--- src/hw/irq_rate_pkg.sv ---
/*
 * Package for the module interrupt mask and rate select register bank:
 * byte offsets, field positions, reset values, rate codes and carriers.
 * Assumes a 32-bit APB slave where each management byte takes one word.
 */
package irq_rate_pkg;

    // Management byte indices; byte address is four times the index
    localparam logic [7:0] IDX_RX_RATE   = 8'h57;
    localparam logic [7:0] IDX_TX_RATE   = 8'h58;
    localparam logic [7:0] IDX_LOS_MASK  = 8'h64;
    localparam logic [7:0] IDX_FLT_MASK  = 8'h65;
    localparam logic [7:0] IDX_RSV_MASK  = 8'h66;
    localparam logic [7:0] IDX_TEMP_MASK = 8'h67;
    localparam logic [7:0] IDX_VCC_MASK  = 8'h68;
    localparam logic [7:0] IDX_CAP_CTRL  = 8'hF0;
    localparam logic [7:0] IDX_IRQ_STAT  = 8'hF1;
    localparam logic [7:0] IDX_IRQ_EN    = 8'hF2;
    localparam logic [7:0] IDX_APP_MODE  = 8'hF3;

    // Writable bits of each mask byte; reserved bits read zero
    localparam logic [7:0] LOS_MASK_BITS  = 8'hFF;
    localparam logic [7:0] FLT_MASK_BITS  = 8'h0F;
    localparam logic [7:0] TEMP_MASK_BITS = 8'hF1;
    localparam logic [7:0] VCC_MASK_BITS  = 8'hF0;

    localparam logic [7:0] MASK_RESET     = 8'h00;
    localparam logic [7:0] RATE_RESET     = 8'h00;

    // Capability control register fields
    localparam int CAP_SW_RATE_BIT  = 0;
    localparam int CAP_DECL_LO_BIT  = 2;
    localparam int CAP_DECL_HI_BIT  = 3;
    localparam int CAP_OPT_RATE_BIT = 5;
    // Capability bits that stay writable while rate support is declared
    localparam logic [7:0] CAP_WRITE_BITS = 8'h2D;

    // Extended rate compliance value, the only one reported
    localparam logic [7:0] EXT_RATE_COMPLIANCE = 8'h01;

    // Event status bits
    localparam int EV_IRQ_RISE = 0;
    localparam int EV_RATE_WR  = 1;
    localparam int EV_RSV_CODE = 2;

    typedef enum logic [1:0] {
        RATE_LOW = 2'b00,
        RATE_MID = 2'b01,
        RATE_HIGH = 2'b10,
        RATE_RSVD = 2'b11
    } rate_code_t;

    // Latched flags in the same layout as the mask bytes
    typedef struct packed {
        logic [7:0] los;
        logic [7:0] fault;
        logic [7:0] temp;
        logic [7:0] vcc;
    } flag_set_t;

    typedef struct packed {
        logic [3:0][1:0] rx;
        logic [3:0][1:0] tx;
        logic [3:0]      rx_valid;
        logic [3:0]      tx_valid;
    } rate_out_t;

endpackage

--- src/hw/irq_rate_bank.sv ---
/*
 * Interrupt mask and per-channel rate select register bank of a
 * four-channel pluggable transceiver, reached over APB.
 * Assumes latched flags arrive on clk from the flag logic, and that the
 * rate outputs feed the channel receive filters and transmit tuning.
 */
`timescale 1ns/100ps

module irq_rate_bank (
    input  wire logic                    clk,             // 250 MHz clock
    input  wire logic                    resetn,          // Async reset, active low
    input  wire logic                    psel,            // APB select
    input  wire logic                    penable,         // APB access phase
    input  wire logic                    pwrite,          // APB write
    input  wire logic [11:0]             paddr,           // APB byte address
    input  wire logic [31:0]             pwdata,          // APB write data
    output logic                         pready,          // APB ready
    output logic [31:0]                  prdata,          // APB read data
    output logic                         pslverr,         // APB error
    input  wire irq_rate_pkg::flag_set_t latched_flags,   // Latched module flags
    output logic                         interrupt_out_n, // Module interrupt, low active
    output logic                         irq,             // Block event interrupt
    output irq_rate_pkg::rate_out_t      rate_sel         // Per-channel rate control
);

    typedef struct packed {
        logic [7:0]                rx_rate;
        logic [7:0]                tx_rate;
        logic [7:0]                los_mask;
        logic [7:0]                flt_mask;
        logic [7:0]                temp_mask;
        logic [7:0]                vcc_mask;
        logic [7:0]                cap;
        logic [7:0]                app_mode;
        logic [2:0]                status;
        logic [2:0]                enable;
        logic                      pending;
        logic                      pready;
        logic                      pslverr;
        logic [31:0]               prdata;
        logic                      interrupt_out_n_n;
        logic                      irq;
        irq_rate_pkg::rate_out_t   rate;
    } state_t;

    state_t     state_q;
    state_t     state_d;
    logic [9:0] idx;
    logic       acc;
    logic       wr;
    logic       hit;
    logic [7:0] rdbyte;
    logic       ext_mode;
    logic       unmasked;
    logic [2:0] events;
    logic [3:0] ch_on;

    // Compliance constant never reports a reserved value
    localparam logic [7:0] COMPLIANCE = irq_rate_pkg::EXT_RATE_COMPLIANCE;

    assign idx = paddr[11:2];
    assign acc = psel && !penable;
    assign wr  = acc && pwrite;

    ////////////////////////////////////////////////////////////////////////
    // Read decode; reserved bits and the reserved byte read zero

    always_comb begin
        hit    = 1'b1;
        rdbyte = 8'h00;
        if (idx == {2'b00, irq_rate_pkg::IDX_RX_RATE}) begin
            rdbyte = state_q.rx_rate;
        end else if (idx == {2'b00, irq_rate_pkg::IDX_TX_RATE}) begin
            rdbyte = state_q.tx_rate;
        end else if (idx == {2'b00, irq_rate_pkg::IDX_LOS_MASK}) begin
            rdbyte = state_q.los_mask;
        end else if (idx == {2'b00, irq_rate_pkg::IDX_FLT_MASK}) begin
            rdbyte = state_q.flt_mask;
        end else if (idx == {2'b00, irq_rate_pkg::IDX_RSV_MASK}) begin
            rdbyte = 8'h00;
        end else if (idx == {2'b00, irq_rate_pkg::IDX_TEMP_MASK}) begin
            rdbyte = state_q.temp_mask;
        end else if (idx == {2'b00, irq_rate_pkg::IDX_VCC_MASK}) begin
            rdbyte = state_q.vcc_mask;
        end else if (idx == {2'b00, irq_rate_pkg::IDX_CAP_CTRL}) begin
            rdbyte = state_q.cap;
        end else if (idx == {2'b00, irq_rate_pkg::IDX_IRQ_STAT}) begin
            rdbyte = {5'h00, state_q.status};
        end else if (idx == {2'b00, irq_rate_pkg::IDX_IRQ_EN}) begin
            rdbyte = {5'h00, state_q.enable};
        end else if (idx == {2'b00, irq_rate_pkg::IDX_APP_MODE}) begin
            rdbyte = state_q.app_mode;
        end else begin
            hit = 1'b0;
        end
    end

    ////////////////////////////////////////////////////////////////////////
    // Interrupt gating and rate decoding

    always_comb begin
        // Extended mode needs declaration bits 3:2 = 10 with software rate select on
        ext_mode = state_q.cap[irq_rate_pkg::CAP_SW_RATE_BIT]
                 && !state_q.cap[irq_rate_pkg::CAP_DECL_LO_BIT]
                 && state_q.cap[irq_rate_pkg::CAP_DECL_HI_BIT]
                 && COMPLIANCE[0];
        unmasked = |(latched_flags.los   & ~state_q.los_mask  & irq_rate_pkg::LOS_MASK_BITS)
                 | |(latched_flags.fault & ~state_q.flt_mask  & irq_rate_pkg::FLT_MASK_BITS)
                 | |(latched_flags.temp  & ~state_q.temp_mask & irq_rate_pkg::TEMP_MASK_BITS)
                 | |(latched_flags.vcc   & ~state_q.vcc_mask  & irq_rate_pkg::VCC_MASK_BITS);
        for (int c = 0; c < 4; c++) begin
            ch_on[c] = ext_mode && !state_q.app_mode[c];
        end
    end

    ////////////////////////////////////////////////////////////////////////
    // Next state

    always_comb begin
        state_d         = state_q;
        events          = 3'b000;
        state_d.pready  = 1'b0;
        state_d.pslverr = 1'b0;
        if (acc) begin
            state_d.pready  = 1'b1;
            state_d.pslverr = !hit;
            state_d.prdata  = pwrite ? 32'h0000_0000 : {24'h00_0000, rdbyte};
        end
        if (wr && hit) begin
            if (idx == {2'b00, irq_rate_pkg::IDX_RX_RATE}) begin
                state_d.rx_rate = pwdata[7:0];
                events[irq_rate_pkg::EV_RATE_WR] = 1'b1;
            end else if (idx == {2'b00, irq_rate_pkg::IDX_TX_RATE}) begin
                state_d.tx_rate = pwdata[7:0];
                events[irq_rate_pkg::EV_RATE_WR] = 1'b1;
            end else if (idx == {2'b00, irq_rate_pkg::IDX_LOS_MASK}) begin
                state_d.los_mask = pwdata[7:0] & irq_rate_pkg::LOS_MASK_BITS;
            end else if (idx == {2'b00, irq_rate_pkg::IDX_FLT_MASK}) begin
                state_d.flt_mask = pwdata[7:0] & irq_rate_pkg::FLT_MASK_BITS;
            end else if (idx == {2'b00, irq_rate_pkg::IDX_TEMP_MASK}) begin
                state_d.temp_mask = pwdata[7:0] & irq_rate_pkg::TEMP_MASK_BITS;
            end else if (idx == {2'b00, irq_rate_pkg::IDX_VCC_MASK}) begin
                state_d.vcc_mask = pwdata[7:0] & irq_rate_pkg::VCC_MASK_BITS;
            end else if (idx == {2'b00, irq_rate_pkg::IDX_CAP_CTRL}) begin
                // Declaration bits and option bit only show with rate support
                state_d.cap = pwdata[irq_rate_pkg::CAP_SW_RATE_BIT]
                            ? (pwdata[7:0] & irq_rate_pkg::CAP_WRITE_BITS) : 8'h00;
            end else if (idx == {2'b00, irq_rate_pkg::IDX_IRQ_STAT}) begin
                state_d.status = state_q.status & ~pwdata[2:0];
            end else if (idx == {2'b00, irq_rate_pkg::IDX_IRQ_EN}) begin
                state_d.enable = pwdata[2:0];
            end else if (idx == {2'b00, irq_rate_pkg::IDX_APP_MODE}) begin
                state_d.app_mode = {4'h0, pwdata[3:0]};
            end
        end
        state_d.interrupt_out_n_n = !unmasked;
        events[irq_rate_pkg::EV_IRQ_RISE] = unmasked && state_q.interrupt_out_n_n;
        for (int c = 0; c < 4; c++) begin
            state_d.rate.rx[c] = ch_on[c] ? state_q.rx_rate[2*c +: 2] : 2'b00;
            state_d.rate.tx[c] = ch_on[c] ? state_q.tx_rate[2*c +: 2] : 2'b00;
            // Code 11 is reserved and never used as a valid rate
            state_d.rate.rx_valid[c] = ch_on[c]
                && (state_q.rx_rate[2*c +: 2] != irq_rate_pkg::RATE_RSVD);
            state_d.rate.tx_valid[c] = ch_on[c]
                && (state_q.tx_rate[2*c +: 2] != irq_rate_pkg::RATE_RSVD);
            if (ch_on[c] && ((state_q.rx_rate[2*c +: 2] == irq_rate_pkg::RATE_RSVD)
                || (state_q.tx_rate[2*c +: 2] == irq_rate_pkg::RATE_RSVD))) begin
                events[irq_rate_pkg::EV_RSV_CODE] = 1'b1;
            end
        end
        // Set wins over a clear in the same cycle
        state_d.status = state_d.status | events;
        state_d.irq    = |(state_d.status & state_d.enable);
    end

    always_ff @(posedge clk or negedge resetn) begin
        if (!resetn) begin
            state_q           <= '0;
            state_q.los_mask  <= irq_rate_pkg::MASK_RESET;
            state_q.flt_mask  <= irq_rate_pkg::MASK_RESET;
            state_q.temp_mask <= irq_rate_pkg::MASK_RESET;
            state_q.vcc_mask  <= irq_rate_pkg::MASK_RESET;
            state_q.rx_rate   <= irq_rate_pkg::RATE_RESET;
            state_q.tx_rate   <= irq_rate_pkg::RATE_RESET;
            state_q.interrupt_out_n_n    <= 1'b1;
        end else begin
            state_q <= state_d;
        end
    end

    assign pready          = state_q.pready;
    assign prdata          = state_q.prdata;
    assign pslverr         = state_q.pslverr;
    assign interrupt_out_n = state_q.interrupt_out_n_n;
    assign irq             = state_q.irq;
    assign rate_sel        = state_q.rate;

    ////////////////////////////////////////////////////////////////////////
    // Assertions

    a_pin_follows_flags: assert property (@(posedge clk) disable iff (!resetn)
        1'b1 |=> (interrupt_out_n == !$past(unmasked)))
        else $error("interrupt pin does not follow unmasked flags");

    a_full_mask_quiet: assert property (@(posedge clk) disable iff (!resetn)
        (state_q.los_mask == 8'hFF && state_q.flt_mask[3:0] == 4'hF
         && state_q.temp_mask == 8'hF1 && state_q.vcc_mask == 8'hF0)
        |=> interrupt_out_n)
        else $error("masked flags still assert interrupt pin");

    a_fault_rsvd_zero: assert property (@(posedge clk) disable iff (!resetn)
        state_q.flt_mask[7:4] == 4'h0)
        else $error("reserved fault mask bits set");

    a_temp_rsvd_zero: assert property (@(posedge clk) disable iff (!resetn)
        state_q.temp_mask[3:1] == 3'h0)
        else $error("reserved temperature mask bits set");

    a_vcc_rsvd_zero: assert property (@(posedge clk) disable iff (!resetn)
        state_q.vcc_mask[3:0] == 4'h0)
        else $error("reserved supply mask bits set");

    a_los_write_takes: assert property (@(posedge clk) disable iff (!resetn)
        (wr && idx == {2'b00, irq_rate_pkg::IDX_LOS_MASK})
        |=> (state_q.los_mask == $past(pwdata[7:0])))
        else $error("signal loss mask write lost");

    a_no_rate_caps: assert property (@(posedge clk) disable iff (!resetn)
        !state_q.cap[0] |-> (state_q.cap == 8'h00))
        else $error("rate capability reported without support");

    a_rate_ignored: assert property (@(posedge clk) disable iff (!resetn)
        !$past(ch_on[0]) |-> (rate_sel.rx[0] == 2'b00 && !rate_sel.rx_valid[0]))
        else $error("rate field used while ignored");

    a_rate_passes: assert property (@(posedge clk) disable iff (!resetn)
        $past(ch_on[1]) |-> (rate_sel.tx[1] == $past(state_q.tx_rate[3:2])))
        else $error("transmit rate field not applied");

    a_compliance_ok: assert property (@(posedge clk) disable iff (!resetn)
        !((rate_sel.rx_valid[0] && rate_sel.rx[0] == irq_rate_pkg::RATE_RSVD)
          || (rate_sel.rx_valid[1] && rate_sel.rx[1] == irq_rate_pkg::RATE_RSVD)
          || (rate_sel.rx_valid[2] && rate_sel.rx[2] == irq_rate_pkg::RATE_RSVD)
          || (rate_sel.rx_valid[3] && rate_sel.rx[3] == irq_rate_pkg::RATE_RSVD)))
        else $error("valid receive rate outside compliance table");

    a_tx_code_defined: assert property (@(posedge clk) disable iff (!resetn)
        !((rate_sel.tx_valid[0] && rate_sel.tx[0] == irq_rate_pkg::RATE_RSVD)
          || (rate_sel.tx_valid[1] && rate_sel.tx[1] == irq_rate_pkg::RATE_RSVD)
          || (rate_sel.tx_valid[2] && rate_sel.tx[2] == irq_rate_pkg::RATE_RSVD)
          || (rate_sel.tx_valid[3] && rate_sel.tx[3] == irq_rate_pkg::RATE_RSVD)))
        else $error("valid transmit rate uses reserved code");

    a_flt_write_takes: assert property (@(posedge clk) disable iff (!resetn)
        (wr && idx == {2'b00, irq_rate_pkg::IDX_FLT_MASK})
        |=> (state_q.flt_mask == ($past(pwdata[7:0]) & irq_rate_pkg::FLT_MASK_BITS)))
        else $error("fault mask write lost");

    a_temp_write_takes: assert property (@(posedge clk) disable iff (!resetn)
        (wr && idx == {2'b00, irq_rate_pkg::IDX_TEMP_MASK})
        |=> (state_q.temp_mask == ($past(pwdata[7:0]) & irq_rate_pkg::TEMP_MASK_BITS)))
        else $error("temperature mask write lost");

    a_vcc_write_takes: assert property (@(posedge clk) disable iff (!resetn)
        (wr && idx == {2'b00, irq_rate_pkg::IDX_VCC_MASK})
        |=> (state_q.vcc_mask == ($past(pwdata[7:0]) & irq_rate_pkg::VCC_MASK_BITS)))
        else $error("supply mask write lost");

    a_rx_rate_takes: assert property (@(posedge clk) disable iff (!resetn)
        (wr && idx == {2'b00, irq_rate_pkg::IDX_RX_RATE})
        |=> (state_q.rx_rate == $past(pwdata[7:0])))
        else $error("receive rate write lost");

    a_tx_rate_takes: assert property (@(posedge clk) disable iff (!resetn)
        (wr && idx == {2'b00, irq_rate_pkg::IDX_TX_RATE})
        |=> (state_q.tx_rate == $past(pwdata[7:0])))
        else $error("transmit rate write lost");

    a_rsv_byte_zero: assert property (@(posedge clk) disable iff (!resetn)
        (acc && !pwrite && idx == {2'b00, irq_rate_pkg::IDX_RSV_MASK})
        |=> (prdata == 32'h0000_0000 && pready && !pslverr))
        else $error("reserved byte read not zero");

    a_unmapped_error: assert property (@(posedge clk) disable iff (!resetn)
        (acc && !hit) |=> (pslverr && prdata == 32'h0000_0000))
        else $error("unmapped access not refused");

    a_ch0_tx_ignored: assert property (@(posedge clk) disable iff (!resetn)
        !$past(ch_on[0]) |-> (rate_sel.tx[0] == 2'b00 && !rate_sel.tx_valid[0]))
        else $error("channel 0 transmit rate used while ignored");

    a_ch1_ignored: assert property (@(posedge clk) disable iff (!resetn)
        !$past(ch_on[1]) |-> (rate_sel.rx[1] == 2'b00 && rate_sel.tx[1] == 2'b00
            && !rate_sel.rx_valid[1] && !rate_sel.tx_valid[1]))
        else $error("channel 1 rate used while ignored");

    a_ch2_ignored: assert property (@(posedge clk) disable iff (!resetn)
        !$past(ch_on[2]) |-> (rate_sel.rx[2] == 2'b00 && rate_sel.tx[2] == 2'b00
            && !rate_sel.rx_valid[2] && !rate_sel.tx_valid[2]))
        else $error("channel 2 rate used while ignored");

    a_ch3_ignored: assert property (@(posedge clk) disable iff (!resetn)
        !$past(ch_on[3]) |-> (rate_sel.rx[3] == 2'b00 && rate_sel.tx[3] == 2'b00
            && !rate_sel.rx_valid[3] && !rate_sel.tx_valid[3]))
        else $error("channel 3 rate used while ignored");

    a_ch0_passes: assert property (@(posedge clk) disable iff (!resetn)
        $past(ch_on[0]) |-> (rate_sel.rx[0] == $past(state_q.rx_rate[1:0])
            && rate_sel.tx[0] == $past(state_q.tx_rate[1:0])))
        else $error("channel 0 rate not applied");

    a_ch1_rx_passes: assert property (@(posedge clk) disable iff (!resetn)
        $past(ch_on[1]) |-> (rate_sel.rx[1] == $past(state_q.rx_rate[3:2])))
        else $error("channel 1 receive rate not applied");

    a_ch2_passes: assert property (@(posedge clk) disable iff (!resetn)
        $past(ch_on[2]) |-> (rate_sel.rx[2] == $past(state_q.rx_rate[5:4])
            && rate_sel.tx[2] == $past(state_q.tx_rate[5:4])))
        else $error("channel 2 rate not applied");

    a_ch3_passes: assert property (@(posedge clk) disable iff (!resetn)
        $past(ch_on[3]) |-> (rate_sel.rx[3] == $past(state_q.rx_rate[7:6])
            && rate_sel.tx[3] == $past(state_q.tx_rate[7:6])))
        else $error("channel 3 rate not applied");

    a_init_masked: assert property (@(posedge clk) disable iff (!resetn)
        (state_q.temp_mask[0] && latched_flags == 32'h0000_0100) |=> interrupt_out_n)
        else $error("masked init flag drives pin");

    a_init_unmasked: assert property (@(posedge clk) disable iff (!resetn)
        (!state_q.temp_mask[0] && latched_flags.temp[0]) |=> !interrupt_out_n)
        else $error("unmasked init flag misses pin");

    a_los_reaches_pin: assert property (@(posedge clk) disable iff (!resetn)
        |(latched_flags.los & ~state_q.los_mask) |=> !interrupt_out_n)
        else $error("unmasked signal loss misses pin");

    a_fault_reaches_pin: assert property (@(posedge clk) disable iff (!resetn)
        |(latched_flags.fault[3:0] & ~state_q.flt_mask[3:0]) |=> !interrupt_out_n)
        else $error("unmasked fault misses pin");

    a_cap_cleared: assert property (@(posedge clk) disable iff (!resetn)
        (wr && idx == {2'b00, irq_rate_pkg::IDX_CAP_CTRL} && !pwdata[0]) |=> (state_q.cap == 8'h00))
        else $error("capability kept without rate support");

    a_ext_decl: assert property (@(posedge clk) disable iff (!resetn)
        (|rate_sel.rx_valid || |rate_sel.tx_valid) |-> $past(ext_mode))
        else $error("valid rate outside extended mode");

    a_irq_rise_event: assert property (@(posedge clk) disable iff (!resetn)
        $fell(interrupt_out_n) |-> state_q.status[irq_rate_pkg::EV_IRQ_RISE])
        else $error("pin activation not recorded");

    a_status_sticky: assert property (@(posedge clk) disable iff (!resetn)
        (state_q.status[1] && !(wr && idx == {2'b00, irq_rate_pkg::IDX_IRQ_STAT}))
        |=> state_q.status[1])
        else $error("status bit lost without clear");

endmodule // irq_rate_bank

--- config.mk ---
export PLATFORM = sky130hd
export DESIGN_NAME = irq_rate_bank
export DESIGN_NICKNAME = d
export VERILOG_FILES = /design/src/hw/irq_rate_pkg.sv /design/src/hw/irq_rate_bank.sv
export SDC_FILE = /design/constraint.sdc
export NUM_CORES = 1
export LEC_CHECK = 0
export ABC_AREA = 1
export ABC_CLOCK_PERIOD_IN_PS = 1400
export BUFFER_PORTS_ARGS = -buffer_cell sky130_fd_sc_hd__buf_2
export CORE_MARGIN = 8
export CORE_UTILIZATION = 25
export CTS_CLUSTER_SIZE = 40
export DETAILED_ROUTE_END_ITERATION = 8
export GPL_TIMING_DRIVEN = 0
export SYNTH_ARGS = -nofsm -noshare
export SYNTH_HDL_FRONTEND = slang
export SYNTH_SLANG_ARGS = --single-unit
--- constraint.sdc ---
create_clock -name clk -period 1.4 [get_ports clk]
set_input_delay 0.07 -clock clk [delete_from_list [all_inputs] [get_ports clk]]
set_output_delay 0.07 -clock clk [all_outputs]
set_load 0.03 [all_outputs]
# [After elaboration in Yosys (flattened, before gate mapping)]
# Cells that the tools add are included.
[word_totals] elab_cells=174 input_bits=81 output_inout_bits=60 regBits=113
[classes] n_mux=51 n_reduce_logical=47 n_bitwise=24 eq_ne=27
[ops] op="$eq A10 B7 Y1 const B" count=7
[ops] op="$mux W8" count=8
[ops] op="$mux W6" count=10
[ops] op="$eq A10 B8 Y1 const B" count=4
[ops] op="$mux W34" count=1
[ops] op="$and A8 B8 Y8" count=3
[ops] op="$not A8 Y8" count=3
[ops] op="$logic_and A1 B1 Y1" count=22
[ops] op="$mux W1" count=18
[ops] op="$eq A2 B2 Y1 const B" count=8
[ops] op="$mux W2" count=8
[ops] op="$ne A2 B2 Y1 const B" count=8
[ops] op="$mux W4" count=3
[ops] op="$reduce_and A11 Y1" count=1
[ops] op="$mux W3" count=3
[ops] op="$not A1 Y1" count=9
[ops] op="$logic_not A1 Y1" count=8
[ops] op="$reduce_and A8 Y1" count=1
[ops] op="$reduce_or A4 Y1" count=2
[ops] op="$reduce_or A8 Y1" count=1
[ops] op="$reduce_and A7 Y1" count=1
[ops] op="$and A3 B3 Y3" count=2
[ops] op="$reduce_and A6 Y1" count=1
[ops] op="$reduce_and A5 Y1" count=1
[ops] op="11 further kinds" count=16

# [Logic depth before layout (Yosys ltp)]
# Gate-level depths: netlist (run 1).
[logic_depth] ltp_word=17 ltp_mapped=14 ltp_nobuf=14

# [Worst setup path after synthesis (run 1)]
# No wires, ideal clock.
[synth_timing] kind="input to register" start="input paddr[11]" end="register state_q[129] in the netlist's numbering" slack_ps=-254 stages=11 required_ps=1281 arrival_time_ps=1535 setup_ps=119 path_cell_list="nor2_2 -> nand3_2 -> nand2_1 -> nor2_2 -> nand2_4 -> nand2_4 -> or2_1 -> buf_6 -> buf_6 -> nand2_1 -> o21ai_2"
[synth_between] elab_chain_cells=14 elab_cells_between_ends=24 cone_classes="eq/ne (11); mux (11); reduce/logical (2)"
[synth_rtl] item="start: declaration" line_no="irq_rate_bank.sv:15" source="input wire logic [11:0] paddr,"
[synth_rtl] item="$eq A10 B8 Y1" line_no="irq_rate_bank.sv:91" source="end else if (idx == {2'b00, irq_rate_pkg::IDX_APP_MODE}) begin"
[synth_rtl] item="$mux W1" line_no="irq_rate_bank.sv:91"
[synth_rtl] item="$mux W1" line_no="irq_rate_bank.sv:89" source="end else if (idx == {2'b00, irq_rate_pkg::IDX_IRQ_EN}) begin"
[synth_rtl] item="$mux W1" line_no="irq_rate_bank.sv:87" source="end else if (idx == {2'b00, irq_rate_pkg::IDX_IRQ_STAT}) begin"
[synth_rtl] item="$mux W1" line_no="irq_rate_bank.sv:85" source="end else if (idx == {2'b00, irq_rate_pkg::IDX_CAP_CTRL}) begin"
[synth_rtl] item="$mux W1" line_no="irq_rate_bank.sv:83" source="end else if (idx == {2'b00, irq_rate_pkg::IDX_VCC_MASK}) begin"
[synth_rtl] item="$mux W1" line_no="irq_rate_bank.sv:81" source="end else if (idx == {2'b00, irq_rate_pkg::IDX_TEMP_MASK}) begin"
[synth_rtl] item="$mux W1" line_no="irq_rate_bank.sv:79" source="end else if (idx == {2'b00, irq_rate_pkg::IDX_RSV_MASK}) begin"
[synth_rtl] item="$mux W1" line_no="irq_rate_bank.sv:77" source="end else if (idx == {2'b00, irq_rate_pkg::IDX_FLT_MASK}) begin"
[synth_rtl] item="$mux W1" line_no="irq_rate_bank.sv:75" source="end else if (idx == {2'b00, irq_rate_pkg::IDX_LOS_MASK}) begin"
[synth_rtl] item="$mux W1" line_no="irq_rate_bank.sv:73" source="end else if (idx == {2'b00, irq_rate_pkg::IDX_TX_RATE}) begin"
[synth_rtl] item="$mux W1" line_no="irq_rate_bank.sv:71" source="if (idx == {2'b00, irq_rate_pkg::IDX_RX_RATE}) begin"
[synth_rtl] item="$logic_and A1 B1 Y1" line_no="irq_rate_bank.sv:129" source="if (wr && hit) begin"
[synth_rtl] item="$reduce_and A2 Y1 (no line) *"
[synth_rtl] item="end signal: assignment" line_no="irq_rate_bank.sv:187" source="state_q <= state_d;"
[synth_rtl] item="end: declaration" line_no="irq_rate_bank.sv:46" source="state_t state_q;"
# Mark *: on every way between the ends. The rest lies on a longest branch, timed or not.
# A chain may end at the register's enable or synchronous reset.

==> flow_summary_export.csv, run 1 <==
group,metric,value,unit
power,powerDensity,831,mW/mm²
die,io_pins,141,
finish,fin_util,36.7,%
clock_tree,htreeDepth,3,
timing,max_freq,693,MHz
clock_tree,cts_inserted_buffers,9,
route,finalWirelength,14.0,mm
placed_design,hpwlAfterDp,10.3,mm
timing,finalCritPeriodShare,103,%
placed_design,place.gp.congestion,0.840,
power,p_int,4140,µW
synthesis,synthTopCellsByCount,"nand2_1 (150), dfrtp_1 (86), inv_1 (82)",
run_status,outcome,"finished, violations left",
grt,grt_pass1_wl,21.8,mm
power,combPwrFrac,9.8,%
worst_setup_path,start_kind,"flop",
power,p_sw_share,24.6,%
grt,grt_max_degree,62,
clock_tree,cts-root-buf,"clkbuf_16",
synthesis,synth_top_area_share,46.6,%
synthesis,ys_ff_latch,87,
power,switchingPower,1350,µW
grt,first_global_vias,4135,
synthesis,synth_edf_count,0,
placed_design,io_buffers,79,
synthesis,synthDistinctLibCells,35,
synthesis,synth.yosys.seq_area_share,47.2,%
synthesis,synth-async-reset-ratio,100,%
worst_setup_path,critPathKind,"reg2reg",
synthesis,yosys_warnings,0,
finish,diodes,0,
synthesis,synth-main-ff-cell,"dfrtp_1",
die,die-width,152,µm
clock_tree,path_clk_slew,0.06,ns
run_status,violations,"negative setup slack",
worst_setup_path,arrival,1.67,ns
die,rows,49,
finish,areaGrowthSynthToFinish,43.1,%
finish,nNetsFinal,824,
grt,grtUsageTotal,11.7,%
clock_tree,clk_latency,0.34,ns
timing,setup_viol,2,
synthesis,synth_area_leaders,"dfrtp_1 (47%), nand2_1 (12%), buf_4 (9.1%)",
die,fp.dieH,152,µm
route,vias_per_cell,4.31,
synthesis,yosysTopAreaCell,"dfrtp_1",
job,drv_cap,0,
route,drt_pre_antenna_iters,5,
timing,worst_slack,-0.0428,ns
route,antenna_left,0,
route,route.vias.total,4213,
worst_setup_path,cp.required,1.62,ns
finish,drive_gt1_share,37.7,%
timing,fin_crit,1.44,ns
timing,hold_violations,0,
timing,worst_pin_slew,0.749,ns
grt,antenna_found_initial,0,
clock_tree,cts_buffer_depth,2,
route,initialDrtViolationCount,352,
synthesis,syn_area_per_cell,7.97,µm²
grt,overflow,0,
synthesis,synth_most_common_cell,"nand2_1",
die,dieArea,0.0231,mm²
timing,hold_slack,0.0140,ns
clock_tree,cts.sinks,87,
power,ir_drop,0.000545,V
die,start_util,25.6,%
timing,relSlewSlack,49.7,%
die,coreArea,0.0180,mm²
clock_tree,cts_tree,"built",
synthesis,syn_area,0.00462,mm²
power,pwr-share-clk,44.4,%
worst_setup_path,cp-end-kind,"flop",
synthesis,syn_inst,579,
route,wl_per_cell,14.4,µm
worst_setup_path,cp_max_fo,3,
route,drc,0,
timing,skew,0.00878,ns
timing,final-max-slew-violation-count,0,
power,p_seq_share,45.9,%
timing,rsz0062_at_grt,"true",
power,p_leak,0.00341,µW
hold_path,hold_path.class,"in2reg",
[worst paths after layout]
path / slack (ns) / cells after the start / end / from
min in group asynchronous: 0.19 / 2 / state_q[77]$_DFFE_PN0P_ / resetn
max: -0.04 / 8 / irq$_DFF_PN0_ / state_q[75]$_DFFE_PN0P_
min: 0.01 / 3 / state_q[80]$_DFFE_PN0P_ / pwdata[5]
max in group asynchronous: 0.59 / 3 / interrupt_out_n$_DFF_PN1_ / resetn
max reg2reg: -0.04 / 8 / irq$_DFF_PN0_ / state_q[75]$_DFFE_PN0P_
min reg2reg: 0.48 / 2 / prdata[3]$_DFFE_PN0P_ / prdata[3]$_DFFE_PN0P_
[critical path, cell delays in order, from the launching register on]
cell and delay (ns):
dfrtp_1 0.43, nand3_4 0.13, inv_2 0.07, nand2_4 0.08
a21oi_2 0.05, nor4_4 0.30, nand2_1 0.11, nand2_1 0.08
nand3_1 0.07
[placed cells by master (no fill, tap or decap), types with 5 or more instances in the layout]
master and instances:
nor2_4 13, inv_2 9, a21oi_1 19, nor3_1 5, inv_1 70, clkbuf_16 10
o21ai_2 8, nand2_4 12, nor2_1 35, nand3_4 11, buf_2 70, nand2_2 9
nand2_1 132, nand3_1 15, buf_6 13, conb_1 24, buf_4 97, dfrtp_1 86
o21ai_1 9, o22ai_1 6, o21ai_0 43
[registers in the layout (all words and copies together) (netlist names)]
| name | cells |
|---|---|
| prdata | 8 |
| pready | 1 |
| state_q | 51 |
| irq | 1 |
| pslverr | 1 |
| rate_sel | 24 |
| interrupt_out_n | 1 |
[cell type report]
type / count / area [µm²]
plain buffers: 61 / 473
fillers: 1860 / 11400
repair buffers: 130 / 918
inverters: 83 / 329
multi-input cells: 371 / 2120
clock buffers: 11 / 243
clock inverters: 5 / 57.6
well taps: 229 / 287
flip-flops and latches: 87 / 2180
[metrics by stage]
step	TNS (ns)	setup WS, ns	area, µm²	cells	power [µW]
floorplan	-2.01	-0.109	4810	602	2820
global placement	-78.67	-0.727	5490	910	2990
detailed placement	-30.76	-0.640	5520	911	3010
CTS	-0.134	-0.134	6210	955	5470
global route	-1.94	-0.137	6610	977	5680
finish	-0.0458	-0.0428	6610	977	5490
[metal layers]
| layer | share of wire (%) | vias to the layer above | track usage [%] |
|---|---|---|---|
| li1 | - | 2092 | - |
| met1 | 43 | 1956 | 14.5 |
| met2 | 49 | 139 | 19.0 |
| met3 | 5.9 | 26 | 3.16 |
| met4 | 2.5 | 0 | 4.62 |
| met5 | 0 | - | 0 |
[repair_timing]
item | CTS | global route
endpoints found under the hold margin | 29 | 0
pin swaps | 21 | 22
cloned | 2 | 0
hold buffers | 4 | 0
setup endpoints to repair | 54 | 55
setup buffers | 22 | 22
resized for setup | 35 | 63
[power by group through the flow]
stage	Clock, µW	Combinational [µW]	Sequential [µW]
floorplan	0	249	2570
global placement	0	428	2570
detailed placement	0	441	2570
CTS	2470	483	2520
global route	2580	582	2520
finish	2440	536	2520
[kinds of logic after synthesis]
group | count (synthesis) | share of synthesized area (%)
and+or+nand+nor | 247 | 23.1
buffers and inverters | 144 | 16.8
AOI/OAI and AO/OA | 99 | 12.6
DFF | 87 | 47.2
muxes | 1 | 0.217
other | 1 | 0.0812
(Power assumes the default switching activity.)
==> inputs of run 2 (changes only) <==
--- a/config.mk
+++ b/config.mk
@@ -13,6 +13,7 @@
 export CTS_CLUSTER_SIZE = 40
 export DETAILED_ROUTE_END_ITERATION = 8
 export GPL_TIMING_DRIVEN = 0
+export PLACE_DENSITY = 0.54
 export SYNTH_ARGS = -nofsm -noshare
 export SYNTH_HDL_FRONTEND = slang
 export SYNTH_SLANG_ARGS = --single-unit
==> run 2 against run 1 <==
- the run still ends with negative setup slack left
- die area is the same
- utilization grew 0.32 points
- via count shrank 3.3%
- register-to-register slack gained 0.04 ns
- sequential power is essentially flat
- final cell count shrank 0.51%
- first-iteration DRC count shrank 24%
- global-route usage grew 0.28 points
- largest cell class is now multi-input gates
- largest power group unchanged
==> flow_summary_export.csv, run 2 (synthesis results as in run 1) <==
group,metric,value,unit
timing,hold_violations,0,
clock_tree,cts_inserted_buffers,9,
timing,relSlewSlack,49.9,%
clock_tree,cts-root-buf,"clkbuf_16",
finish,final_cell_mix,"nand2_1 (127), buf_4 (94), dfrtp_1 (85)",
power,pwr-share-clk,44.9,%
timing,hold_slack,0.00842,ns
hold_path,hold_path.class,"in2reg",
placed_design,place.gp.congestion,0.835,
clock_tree,path_clk_slew,0.06,ns
clock_tree,cts_tree,"built",
power,p_sw_share,23.8,%
finish,layout_commonest_cell,"nand2_1",
clock_tree,htreeDepth,3,
route,vias_per_cell,4.19,
finish,top_register,"state_q",
worst_setup_path,cp-end-kind,"flop",
worst_setup_path,cp.required,1.63,ns
timing,finalCritPeriodShare,100,%
die,rows,49,
finish,areaGrowthSynthToFinish,44.4,%
grt,grt_max_degree,47,
power,ir_drop,0.000581,V
power,switchingPower,1320,µW
timing,worst_slack,-0.00657,ns
finish,largest_reg_flops,51,
grt,grt_pass1_wl,22.1,mm
grt,grtUsageTotal,12.0,%
timing,fin_crit,1.41,ns
power,p_seq_share,45.3,%
run_status,violations,"negative setup slack",
worst_setup_path,path_cells,"nand3_4, inv_4, nand2_4, a21oi_2, nor4_4, nand2_1, nand2_1, nand3_1",
finish,nNetsFinal,819,
finish,drive_gt1_share,39.2,%
finish,fin_util,37.0,%
worst_setup_path,crit_top_cell,"nand2_1",
power,combPwrFrac,9.8,%
clock_tree,clk_latency,0.34,ns
worst_setup_path,slowest_delay,0.41,ns
placed_design,hpwlAfterDp,10.5,mm
die,io_pins,141,
finish,final-seq-area,0.00218,mm²
die,dieArea,0.0231,mm²
grt,first_global_vias,4029,
power,powerDensity,834,mW/mm²
grt,antenna_found_initial,0,
timing,finalSetupTns,-0.00657,ns
timing,max_freq,711,MHz
clock_tree,cts.sinks,87,
die,fp.dieH,152,µm
route,finalWirelength,13.9,mm
worst_setup_path,start_kind,"flop",
worst_setup_path,cp_max_fo,5,
worst_setup_path,arrival,1.64,ns
route,wl_per_cell,14.3,µm
timing,rsz0062_at_grt,"true",
worst_setup_path,critPathKind,"reg2reg",
placed_design,pre_cts_ws,-0.745,ns
grt,overflow,0,
timing,skew,0.00803,ns
power,p_leak,0.00341,µW
timing,final-max-slew-violation-count,0,
die,coreArea,0.0180,mm²
finish,diodes,0,
route,initialDrtViolationCount,266,
clock_tree,cts_buffer_depth,2,
route,drc,0,
finish,fillerInstances,1895,
timing,setup_viol,1,
power,p_int,4240,µW
timing,worst_pin_slew,0.746,ns
worst_setup_path,cpMaxStageDelayCell,"dfrtp_1",
run_status,outcome,"finished, violations left",
placed_design,io_buffers,79,
route,antenna_left,0,
job,drv_cap,0,
die,die-width,152,µm
finish,multi_input_area,0.00219,mm²
die,start_util,25.6,%
route,route.vias.total,4072,
route,drt_pre_antenna_iters,5,
==> run 2: power groups by stage <==
stage	Combinational (µW)	Sequential [µW]	Clock [µW]
after floorplan	249	2570	0
after global placement	431	2570	0
after detailed placement	444	2570	0
after CTS	494	2520	2560
after global routing	593	2520	2650
final	546	2520	2490
==> run 2: worst paths after layout <==
path	cells past startpoint	start	end	slack [ns]
worst max-delay path	8	state_q[75]$_DFFE_PN0P_	irq$_DFF_PN0_	-0.007
worst min-delay path	3	pwdata[5]	state_q[80]$_DFFE_PN0P_	0.008
worst max register to register	8	state_q[75]$_DFFE_PN0P_	irq$_DFF_PN0_	-0.007
worst min register to register	2	prdata[3]$_DFFE_PN0P_	prdata[3]$_DFFE_PN0P_	0.49
max in group asynchronous	3	resetn	interrupt_out_n$_DFF_PN1_	0.47
min in group asynchronous	2	resetn	state_q[107]$_DFFE_PN0P_	0.28
==> run 2: worst max-delay path, delay by kind of cell, from the launching register on <==
kind                   cells  cell delay (ns)
buffers and inverters      1             0.06
AO/OA/AOI/OAI              1             0.05
flip-flops                 1             0.41
AND/OR/NAND/NOR            6             0.78
==> run 2: per-stage QoR <==
stage	total power [µW]	instance area, µm²	std cells
2_1_floorplan	2820	4810	602
3_3_place_gp	3000	5490	910
3_5_place_dp	3010	5520	911
4_1_cts	5570	6270	956
5_1_grt	5760	6660	972
6_report	5560	6660	972
==> run 2: final cells by class <==
cell class	instances	area share, %
Multi-Input combinational cell	371	32.9
Sequential cell	87	32.7
Timing Repair Buffer	126	13.4
Buffer	60	6.95
Inverter	83	5.07
Tap cell	229	4.30
Clock buffer	13	4.06
Clock inverter	3	0.601
==> run 2: repair_timing <==
item                       4_1_cts  5_1_grt
pin swaps                       18       31
hold endpoints to repair        44        0
cloned                           2        0
setup endpoints to repair       54       55
gates resized for setup         42       79
buffers inserted                23       17
hold buffers                     4        0
==> run 2: layer usage <==
metal	share of wire, %	routed length (µm)	global-route usage [%]	vias to the layer above
met2	47	6610	19.0	112
met5	0	0	0	-
met1	46	6380	15.7	1860
met4	1.2	174	3.96	0
li1	-	-	-	2087
met3	5.5	769	2.96	13
==> inputs of run 3 (changes only) <==
--- a/config.mk
+++ b/config.mk
@@ -8,12 +8,14 @@
 export ABC_AREA = 1
 export ABC_CLOCK_PERIOD_IN_PS = 1400
 export BUFFER_PORTS_ARGS = -buffer_cell sky130_fd_sc_hd__buf_2
+export CELL_PAD_IN_SITES_DETAIL_PLACEMENT = 0
+export CELL_PAD_IN_SITES_GLOBAL_PLACEMENT = 2
 export CORE_MARGIN = 8
 export CORE_UTILIZATION = 25
 export CTS_CLUSTER_SIZE = 40
 export DETAILED_ROUTE_END_ITERATION = 8
 export GPL_TIMING_DRIVEN = 0
-export PLACE_DENSITY = 0.54
+export PLACE_DENSITY = 0.82
 export SYNTH_ARGS = -nofsm -noshare
 export SYNTH_HDL_FRONTEND = slang
 export SYNTH_SLANG_ARGS = --single-unit
==> run 3 against run 2 <==
- the flow finishes with violations (negative hold slack, negative setup slack)
- via count up 0.54%
- count of clock-buffer cells in the layout down 1
- maximum frequency down 2.0%
- sequential power about the same
- register-to-register slack worse by 0.03 ns
- global-route usage up 0.17 points
- clock skew down 0.00070 ns
- die area unchanged
==> flow_summary_export.csv, run 3 (synthesis results as in run 1) <==
group,metric,value,unit
run_status,outcome,"finished, violations left",
run_status,violations,"negative hold slack, negative setup slack",
die,fp.dieH,152,µm
clock_tree,cts.sinks,87,
finish,top_register,"state_q",
power,ir_drop,0.000558,V
power,pwr-share-clk,42.3,%
finish,areaGrowthSynthToFinish,45.5,%
timing,setup_viol,1,
route,drc,0,
power,p_int,3960,µW
grt,grt_max_degree,57,
clock_tree,path_clk_slew,0.06,ns
grt,grtUsageTotal,12.2,%
finish,fin_cells,985,
die,io_pins,141,
grt,overflow,0,
placed_design,hpwlAfterDp,10.7,mm
placed_design,place_inst,911,
placed_design,io_buffers,79,
finish,largest_reg_flops,51,
finish,fin_area,0.00671,mm²
finish,layout_commonest_cell,"nand2_1",
worst_setup_path,cp.required,1.63,ns
die,dieArea,0.0231,mm²
worst_setup_path,start_kind,"flop",
timing,rsz0062_at_grt,"true",
timing,hold_violations,1,
grt,grt_pass1_wl,22.2,mm
timing,finalCritPeriodShare,103,%
route,finalWirelength,14.3,mm
hold_path,hold_path.class,"in2reg",
timing,final-max-slew-violation-count,0,
clock_tree,cts-root-buf,"clkbuf_16",
worst_setup_path,cpMaxStageDelayCell,"dfrtp_1",
worst_setup_path,crit_start,"state_q[77]$_DFFE_PN0P_",
die,rows,49,
job,drv_cap,0,
worst_setup_path,slowest_delay,0.37,ns
timing,relSlewSlack,64.6,%
timing,worst_pin_slew,0.531,ns
power,p_leak,0.00343,µW
worst_setup_path,cp_max_fo,3,
timing,hold_slack,-0.00561,ns
grt,first_global_vias,3975,
die,die-width,152,µm
grt,antenna_found_initial,0,
power,powerDensity,791,mW/mm²
finish,drive_gt1_share,39.6,%
power,combPwrFrac,10.3,%
timing,fin_crit,1.44,ns
worst_setup_path,crit_top_cell,"nand2_1",
worst_setup_path,reg2reg_to,"irq$_DFF_PN0_",
clock_tree,cts_inserted_buffers,9,
worst_setup_path,cp-end-kind,"flop",
power,switchingPower,1350,µW
route,wl_per_cell,14.5,µm
route,drt_pre_antenna_iters,4,
finish,diodes,0,
timing,worst_slack,-0.0359,ns
worst_setup_path,path_cells,"inv_2, nand3_4, inv_4, nand2_4, a21oi_4, nor4_4, nand2_1, nand2_1, nand3_1",
finish,fin_util,37.2,%
die,start_util,25.6,%
worst_setup_path,ff2ff_setup_slack,-0.04,ns
clock_tree,cts_tree,"built",
route,antenna_left,0,
route,initialDrtViolationCount,231,
timing,max_freq,696,MHz
finish,final_cell_mix,"nand2_1 (126), buf_4 (104), dfrtp_1 (86)",
clock_tree,cts_buffer_depth,2,
clock_tree,clk_latency,0.35,ns
power,p_sw_share,25.4,%
finish,nNetsFinal,833,
timing,finalSetupTns,-0.0359,ns
clock_tree,htreeDepth,3,
power,p_seq_share,47.4,%
placed_design,place_area,0.00552,mm²
placed_design,place.gp.congestion,0.774,
worst_setup_path,critPathCapture,"irq$_DFF_PN0_",
timing,skew,0.00733,ns
worst_setup_path,rr_startpoint,"state_q[77]$_DFFE_PN0P_",
worst_setup_path,arrival,1.66,ns
route,vias_per_cell,4.16,
worst_setup_path,reg2reg_depth,9,
route,route.vias.total,4094,
worst_setup_path,critPathKind,"reg2reg",
die,coreArea,0.0180,mm²
## run 3: cell types whose count changed in the layout (fill, tap and decap cells not counted), moves of 2 or more
cell      delta
nand3_2      -2
nand2_2      +3
inv_2        +2
clkbuf_1     +2
o21ai_1      -3
clkbuf_8     -2
nand2_4      -2
o21ai_0      +2
buf_6        +3
a21oi_2      -2
buf_4       +10
## run 3: power by group through the flow
stage	clock network (µW)	registers, µW	logic, µW
finish	2240	2520	547
detailed placement	0	2570	444
CTS	2280	2520	499
floorplan	0	2570	249
global placement	0	2570	431
global route	2390	2520	593
## run 3: timing repair
| item | in CTS | in global routing |
|---|---|---|
| pin swaps | 19 | 30 |
| gates resized for setup | 43 | 68 |
| hold endpoints to repair | 34 | 0 |
| cloned | 1 | 1 |
| hold buffers | 4 | 0 |
| setup endpoints to repair | 55 | 55 |
| setup buffers | 35 | 18 |
## run 3: worst min path at each step
stage	start	end	slack, ns	cells after the start
floorplan	resetn	irq$_DFF_PN0_	-0.23	0
global placement	penable	pready$_DFF_PN0_	0.23	2
detailed placement	resetn	state_q[77]$_DFFE_PN0P_	0.07	1
CTS	pwdata[5]	state_q[80]$_DFFE_PN0P_	0.0004	3
global route	pwdata[5]	state_q[80]$_DFFE_PN0P_	0.03	3
finish	pwdata[5]	state_q[80]$_DFFE_PN0P_	-0.006	3
## run 3: layer usage
layer	up-vias	GRT usage, %	part of all wire [%]
met1	1860	15.7	45
li1	2114	-	-
met4	0	5.47	1.9
met3	16	2.74	5.6
met2	104	19.1	48
met5	-	0	0
## run 3: worst max-delay path, delay by kind of cell (launching register included)
kind | cells | cell delay, ns
compound gates | 1 | 0.04
buf+inv | 2 | 0.11
simple gates | 6 | 0.77
flops | 1 | 0.37
## run 3: stage by stage
stage	hold WS, ns	setup WS, ns	power (µW)
2_1_floorplan	-0.226	-0.109	2820
3_3_place_gp	0.234	-0.823	3000
3_5_place_dp	0.0654	-0.800	3010
4_1_cts	0.000421	-0.0879	5300
5_1_grt	0.0261	-0.143	5500
6_report	-0.00561	-0.0359	5310
## run 3: cell type report
class / instances / area (µm²)
plain buffers: 61 / 473
clock buffers: 12 / 246
clock inverters: 3 / 20.0
fillers: 1895 / 11300
inverters: 83 / 327
multi-input cells: 371 / 2190
flip-flops and latches: 87 / 2180
well taps: 229 / 287
repair buffers: 139 / 996
